### config.mk
export PLATFORM = sky130hd
export DESIGN_NAME = low_power_mode_wakeup_ctrl
export DESIGN_NICKNAME = d
export VERILOG_FILES = /design/src/include/lpm_pkg.sv /design/src/hw/wake_detect.sv /design/src/hw/low_power_mode_wakeup_ctrl.sv
export VERILOG_INCLUDE_DIRS = /design/src /design/src/include
export SDC_FILE = /design/constraint.sdc
export NUM_CORES = 1
export LEC_CHECK = 0
export BUFFER_PORTS_ARGS = -buffer_cell sky130_fd_sc_hd__buf_2
export CAP_MARGIN = 10
export CORE_MARGIN = 2
export CORE_UTILIZATION = 42
export DETAILED_ROUTE_END_ITERATION = 8
export GPL_TIMING_DRIVEN = 0
export PLACE_DENSITY = 0.79
export SYNTH_ARGS = -nofsm -noshare
export SYNTH_HDL_FRONTEND = slang
export SYNTH_SLANG_ARGS = --single-unit
### constraint.sdc
create_clock -name mclk_in -period 2.1 [get_ports mclk_in]
set_clock_uncertainty 0.1 [all_clocks]
set_input_delay 0.105 -clock mclk_in [delete_from_list [all_inputs] [get_ports mclk_in]]
set_output_delay 0.105 -clock mclk_in [all_outputs]
set_load 0.02 [all_outputs]
### src/include/lpm_defs.svh
`ifndef LPM_DEFS_SVH
`define LPM_DEFS_SVH
`define LPM_NUM_WAKE 19
`define LPM_NUM_PINS 16
`define LPM_CLK_MHZ 50
// Supply ramp wait in ns, and backup wake limit in ns
`define LPM_SUPPLY_NS 2000
`define LPM_BACKUP_WAKE_NS 100000
`define LPM_WAIT_WAKE_NS 10000
`define LPM_RC_START_NS 1000
`define LPM_SUPPLY_CYC ((`LPM_SUPPLY_NS * `LPM_CLK_MHZ + 999) / 1000)
`define LPM_RC_CYC ((`LPM_RC_START_NS * `LPM_CLK_MHZ + 999) / 1000)
`define LPM_RESET_CYC 16
`endif

### src/include/lpm_pkg.sv
package lpm_pkg;
   typedef enum logic [2:0] {
      ST_RUN, ST_SLEEP, ST_WAIT, ST_BACKUP, ST_SUPPLY_UP, ST_RC_START,
      ST_CORE_RESET
   } lpm_state_t;
   typedef enum logic [1:0] {
      CLK_SRC_RC, CLK_SRC_XTAL, CLK_SRC_PLL
   } clk_src_t;
endpackage : lpm_pkg

### src/hw/wake_detect.sv
`timescale 1ns/1ps
`include "lpm_defs.svh"
// ----------------------------------------
// Wake source qualification and sync
// ----------------------------------------
module wake_detect #(
   parameter int N = `LPM_NUM_WAKE
) (
   // Clock and reset
   input wire logic mclk_in,
   input wire logic rst_n_in,
   // Raw sources, active low, and enables
   input wire logic [N-1:0] wake_n_in,
   input wire logic [N-1:0] wake_en_in,
   // Results
   output logic fast_req_async_out,
   output logic wake_sync_out
);
   logic [N-1:0] hit;
   logic s1_q, s2_q;
   logic s1_d, s2_d;
   assign hit = ~wake_n_in & wake_en_in;
   assign fast_req_async_out = |hit;
   always_comb begin
      s1_d = fast_req_async_out;
      s2_d = s1_q;
   end
   always_ff @(posedge mclk_in) begin
      if (!rst_n_in) begin
         s1_q <= 1'b0;
         s2_q <= 1'b0;
      end else begin
         s1_q <= s1_d;
         s2_q <= s2_d;
      end
   end
   assign wake_sync_out = s2_q;
endmodule : wake_detect

### src/hw/low_power_mode_wakeup_ctrl.sv
`timescale 1ns/1ps
`include "lpm_defs.svh"
module low_power_mode_wakeup_ctrl (
   // Clock and reset
   input wire logic mclk_in,
   input wire logic rst_n_in,
   // Processor core
   input wire logic wait_for_interrupt_instr_in,
   input wire logic wait_for_event_instr_in,
   input wire logic deep_sleep_select_in,
   input wire logic irq_in,
   input wire logic event_in,
   // Fast startup mode configuration
   input wire logic low_power_select_in,
   input wire logic [`LPM_NUM_WAKE-1:0] wake_enable_in,
   // Wake inputs: pins, supply monitor, rtc, real time timer, active low
   input wire logic [`LPM_NUM_PINS-1:0] wake_up_pins_n_in,
   input wire logic supply_monitor_alarm_n_in,
   input wire logic rtc_alarm_n_in,
   input wire logic real_time_timer_alarm_n_in,
   // Clock and power controls
   output logic core_clk_en_out,
   output logic periph_clk_en_out,
   output logic regulator_en_out,
   output logic core_supply_en_out,
   output logic sram_supply_en_out,
   output logic fast_rc_en_out,
   output lpm_pkg::clk_src_t master_clock_src_out,
   output logic fast_startup_req_out,
   // Core reset and pad state
   output logic core_reset_n_out,
   output logic io_hold_out,
   output logic io_ports_default_out,
   output lpm_pkg::lpm_state_t mode_out
);
   import lpm_pkg::*;

   localparam int SUP_CYC = `LPM_SUPPLY_CYC;
   localparam int RC_CYC = `LPM_RC_CYC;
   localparam int RST_CYC = `LPM_RESET_CYC;

   // ----------------------------------------
   // Helpers
   // ----------------------------------------
   function automatic logic cnt_at(input logic [11:0] c, input int n);
      return c == 12'(n - 1);
   endfunction : cnt_at

   // ----------------------------------------
   // Wake detection
   // ----------------------------------------
   logic [`LPM_NUM_WAKE-1:0] wake_n;
   logic fast_req, wake_sync;
   assign wake_n = {real_time_timer_alarm_n_in, rtc_alarm_n_in,
                    supply_monitor_alarm_n_in, wake_up_pins_n_in};

   wake_detect #(.N(`LPM_NUM_WAKE)) u_wake (
      .mclk_in(mclk_in),
      .rst_n_in(rst_n_in),
      .wake_n_in(wake_n),
      .wake_en_in(wake_enable_in),
      .fast_req_async_out(fast_req),
      .wake_sync_out(wake_sync)
   );

   // ----------------------------------------
   // Mode state machine
   // ----------------------------------------
   lpm_state_t state_q, state_d;
   logic by_wfi_q, by_wfi_d;
   logic [11:0] cnt_q, cnt_d;
   clk_src_t src_q, src_d;
   logic sup_on_q, sup_on_d;
   logic ports_def_q, ports_def_d;
   logic rc_on_q, rc_on_d;

   always_comb begin
      state_d = state_q;
      by_wfi_d = by_wfi_q;
      cnt_d = cnt_q;
      src_d = src_q;
      sup_on_d = sup_on_q;
      ports_def_d = ports_def_q;
      rc_on_d = rc_on_q;
      case (state_q)
         ST_RUN: begin
            cnt_d = 12'h000;
            if (wait_for_event_instr_in && deep_sleep_select_in) begin
               state_d = ST_BACKUP;
               sup_on_d = 1'b0;
            end else if (wait_for_event_instr_in && low_power_select_in) begin
               state_d = ST_WAIT;
               rc_on_d = 1'b0;
            end else if ((wait_for_event_instr_in ||
                          wait_for_interrupt_instr_in) &&
                         !deep_sleep_select_in) begin
               state_d = ST_SLEEP;
               by_wfi_d = wait_for_interrupt_instr_in;
            end
         end
         ST_SLEEP: begin
            if (by_wfi_q ? irq_in : event_in) begin
               state_d = ST_RUN;
            end
         end
         ST_WAIT: begin
            if (wake_sync || event_in) begin
               state_d = ST_RC_START;
            end
         end
         ST_BACKUP: begin
            if (wake_sync) begin
               state_d = ST_SUPPLY_UP;
               sup_on_d = 1'b1;
            end
         end
         ST_SUPPLY_UP: begin
            sup_on_d = 1'b1;
            if (cnt_at(cnt_q, SUP_CYC)) begin
               cnt_d = 12'h000;
               state_d = ST_RC_START;
            end else begin
               cnt_d = cnt_q + 12'h001;
            end
         end
         ST_RC_START: begin
            rc_on_d = 1'b1;
            src_d = CLK_SRC_RC;
            if (cnt_at(cnt_q, RC_CYC)) begin
               cnt_d = 12'h000;
               if (!sup_on_q || ports_def_q) begin
                  state_d = ST_RUN;
               end else begin
                  state_d = ST_RUN;
               end
            end else begin
               cnt_d = cnt_q + 12'h001;
            end
         end
         ST_CORE_RESET: begin
            if (cnt_at(cnt_q, RST_CYC)) begin
               cnt_d = 12'h000;
               state_d = ST_RUN;
            end else begin
               cnt_d = cnt_q + 12'h001;
            end
         end
         default: state_d = ST_RUN;
      endcase
      if (state_q == ST_RC_START && cnt_at(cnt_q, RC_CYC) &&
          ports_def_q) begin
         state_d = ST_CORE_RESET;
      end
      if (state_q == ST_BACKUP && wake_sync) begin
         ports_def_d = 1'b1;
      end else if (state_q == ST_CORE_RESET &&
                   cnt_at(cnt_q, RST_CYC)) begin
         ports_def_d = 1'b0;
      end
   end

   // ----------------------------------------
   // State registers
   // ----------------------------------------
   always_ff @(posedge mclk_in) begin
      if (!rst_n_in) begin
         state_q <= ST_RUN;
         by_wfi_q <= 1'b0;
         cnt_q <= 12'h000;
         src_q <= CLK_SRC_RC;
         sup_on_q <= 1'b1;
         ports_def_q <= 1'b0;
         rc_on_q <= 1'b1;
      end else begin
         state_q <= state_d;
         by_wfi_q <= by_wfi_d;
         cnt_q <= cnt_d;
         src_q <= src_d;
         sup_on_q <= sup_on_d;
         ports_def_q <= ports_def_d;
         rc_on_q <= rc_on_d;
      end
   end

   // ----------------------------------------
   // Clock controls
   // ----------------------------------------
   // Sleep halts core clock only
   assign core_clk_en_out = (state_q == ST_RUN);
   assign periph_clk_en_out = (state_q == ST_RUN) ||
                              (state_q == ST_SLEEP);

   // ----------------------------------------
   // Supply controls
   // ----------------------------------------
   assign regulator_en_out = sup_on_q;
   assign core_supply_en_out = sup_on_q;
   assign sram_supply_en_out = sup_on_q;
   assign fast_rc_en_out = rc_on_q ||
                           (state_q == ST_WAIT && fast_req);
   assign master_clock_src_out = src_q;
   assign fast_startup_req_out = (state_q == ST_WAIT) && fast_req;

   // ----------------------------------------
   // Core reset and pads
   // ----------------------------------------
   assign core_reset_n_out = (state_q != ST_CORE_RESET) && sup_on_q;
   // Hold pad state in low power
   assign io_hold_out = (state_q != ST_RUN) && (state_q != ST_CORE_RESET);
   assign io_ports_default_out = ports_def_q;
   assign mode_out = state_q;
endmodule : low_power_mode_wakeup_ctrl

==> impl_metrics.json <==
{
  "status": "finished, violations left",
  "violations": "negative setup slack",
  "first_pass_iters": 4,
  "die_area_mm2": 0.00374,
  "min_period_ps": 2140,
  "gr-total-overflow": 0,
  "routedWlPerCell_um": 11.7,
  "die_x_um": 61.1,
  "drive_gt1_share_pct": 33.6,
  "cts_sinks": 21,
  "cp_slowest_cell": "or4_4",
  "hold_viol_final": 0,
  "cp_data_required_time_ps": 2250,
  "ios": 61,
  "synth_compound_area_share_pct": 20.3,
  "antenna_found_initial": 0,
  "final_nets": 299,
  "routed_wl_mm": 3.45,
  "synth-edff-count": 0,
  "synth-seq-area-share_pct": 30.7,
  "holdPathEnd": "u_wake.s1_q",
  "h-tree-depth": 1,
  "slew_violations": 0,
  "synth_xor_area_share_pct": 5.11,
  "fin_ws_ps": -36.0,
  "gp_routability_congestion": 0.848,
  "end_kind": "flop",
  "critical-path-top-delay-family": "simple AND/OR/NAND/NOR gates",
  "cts_tree": "yes",
  "syn_inst": 183,
  "fp-row-count": 20,
  "critPathMaxFanout": 2,
  "clk_pin_slew_ps": 120,
  "p_leak_nw": 0.818,
  "place_area_mm2": 0.00172,
  "start_util_pct": 44.5,
  "cts_buffer_depth": 2,
  "cts.root.buffer_cell": "clkbuf_4",
  "yosys.area_share.simple_pct": 31.9,
  "drtAntennaViolNets": 0,
  "coreArea_mm2": 0.00308,
  "cap_viol_max_count": 0,
  "setup_violations": 1,
  "postLayoutCellArea_mm2": 0.00182,
  "fin_util_pct": 59.2,
  "viasPerCell": 5.36,
  "crit_type": "reg -> reg",
  "ys_types": 50,
  "regToRegStartpoint": "cnt_q[2]",
  "hold_path_startpoint": "wake_enable_in[17]",
  "vias": 1575,
  "dpl_worst_slack_ps": -271,
  "synth-main-ff-cell": "dfxtp_1",
  "min_path_type": "in -> reg",
  "grt_max_degree": 12,
  "cts_buffers": 3,
  "muxShareOfSynthArea_pct": 0.822,
  "synthAdderAreaFrac_pct": 1.83,
  "insertion_delay_ps": 300,
  "die_h_um": 61.1,
  "fillCellCount": 298,
  "holdPathStages": 3,
  "max_freq_mhz": 468,
  "irDropWorstVdd_uv": 318,
  "multi_input_area_um2": 858,
  "drt-initial-drc-count": 105,
  "finalSetupTns_ps": -36.0,
  "yosysWarnings": 0,
  "grt_pass1_wl_mm": 5.73,
  "port_buffers": 58,
  "p_per_area_mw_per_mm2": 881,
  "seqCellArea_um2": 430,
  "syn_area_mm2": 0.00137,
  "rrSetupSlack_ps": -40,
  "slowest_delay_ps": 530,
  "period_share_pct": 102,
  "crit_chain": "or4_4, o31a_1, a211o_1, or4_1, a21oi_2",
  "synth_area_per_cell_um2": 7.49,
  "drc": 0,
  "crit_arrival_ps": 2290,
  "grt_pass1_vias": 1404,
  "synth_top_family_by_area": "simple AND/OR/NAND/NOR gates",
  "grt.total_usage_pct": 20.0,
  "rr_worst_depth": 5,
  "hpwl_mm": 2.65,
  "synth-async-reset-ratio_pct": 0,
  "r2r-end": "mode_out[0]",
  "path_buf_inv": 0,
  "syn_to_final_growth_pct": 33.1,
  "rsz0062_at_grt": "true",
  "antennaDiodeCount": 0,
  "start_kind": "flop",
  "ys_ff_latch": 21
}
==> metrics by stage <==
| stage | hold WS, ps | power (mW) | instances |
|---|---|---|---|
| final | 6.63 | 1.61 | 294 |
| after global routing | 9.52 | 1.74 | 294 |
| after CTS | 7.38 | 1.59 | 294 |
| after global placement | 260 | 1.34 | 286 |
| after detailed placement | 260 | 1.35 | 286 |
| after floorplan | 66.9 | 1.09 | 184 |
==> final cells by class <==
cell class                      instances  share of cell area, %
Clock buffer                            4                   1.44
Timing Repair Buffer                   62                   17.8
Buffer                                  9                   3.29
Tap cell                               44                   3.02
Multi-Input combinational cell        136                   47.1
Sequential cell                        21                   23.6
Inverter                               18                   3.71
==> worst min-delay path, delay by kind of cell <==
family	cells	cell delay, ps
compound gates	2	200
buf+inv	1	70
==> sequential cells by signal, indices dropped and copies added, names as in the netlist <==
signal	flops
mode_out	3
u_wake.s1_q	1
by_wfi_q	1
core_supply_en_out	1
io_ports_default_out	1
rc_on_q	1
u_wake.wake_sync_out	1
cnt_q	12
==> cell families after synthesis <==
family          after synthesis
compound gates               43
xor+xnor                      8
buf+inv                      27
mux                           1
simple gates                 80
flops                        21
other cells                   1
fa+ha+maj                     2
==> worst max-delay path by stage <==
| stage | start | to | depth (start not counted) |
|---|---|---|---|
| after floorplan | cnt_q[2] | mode_out[0] | 5 |
| after global routing | cnt_q[2] | mode_out[0] | 5 |
| after detailed placement | cnt_q[3] | cnt_q[3] | 6 |
| final | cnt_q[2] | mode_out[0] | 5 |
| after CTS | cnt_q[2] | mode_out[0] | 5 |
| after global placement | cnt_q[3] | cnt_q[5] | 6 |
==> cells in the mapped netlist (5+ instances only) <==
cell type  count  area, um^2
o22ai_1        5        31.3
nand2_1        9        33.8
nor2_1        23        86.3
nand3_1        6        30.0
nand2b_1       7        43.8
dfxtp_1       21         420
inv_1         17        63.8
xnor2_1        5        43.8
a21oi_1       10        50.1
o21ai_0        9        45.0
nor3_1         5        25.0
==> cells in the final DEF, fill, tap and decap left out, drive strengths merged, types with 4 or more instances in the layout <==
| cell | n |
|---|---|
| nand4 | 4 |
| nand2 | 9 |
| nor2 | 23 |
| nand2b | 7 |
| inv | 17 |
| a21oi | 10 |
| nand3 | 6 |
| xnor2 | 5 |
| o22ai | 5 |
| buf | 66 |
| and3 | 4 |
| nor3 | 5 |
| dfxtp | 21 |
| clkbuf | 7 |
| o21ai | 10 |
==> metal layers <==
metal	track usage (%)	up-vias	wire length [um]
li1	-	785	-
met1	24.5	714	1460
met2	35.6	69	1720
met3	1.26	7	208
met4	9.32	0	68
met5	0	-	0
==> repair_timing <==
action                                  CTS  global route
endpoints found under the hold margin     2             0
endpoints found under the setup margin    8            12
setup buffers                             2             0
pin swaps                                 2             0
hold buffers                              2             0
resized for setup                        10             5
==> report_power, final <==
group	internal, mW	switching (mW)	total (mW)
sequential	0.452	0.0614	0.514
clock	0.0741	0.124	0.198
combinational	0.340	0.555	0.895
total	0.866	0.740	1.61
Note: power is estimated with default switching activity, not from simulation.
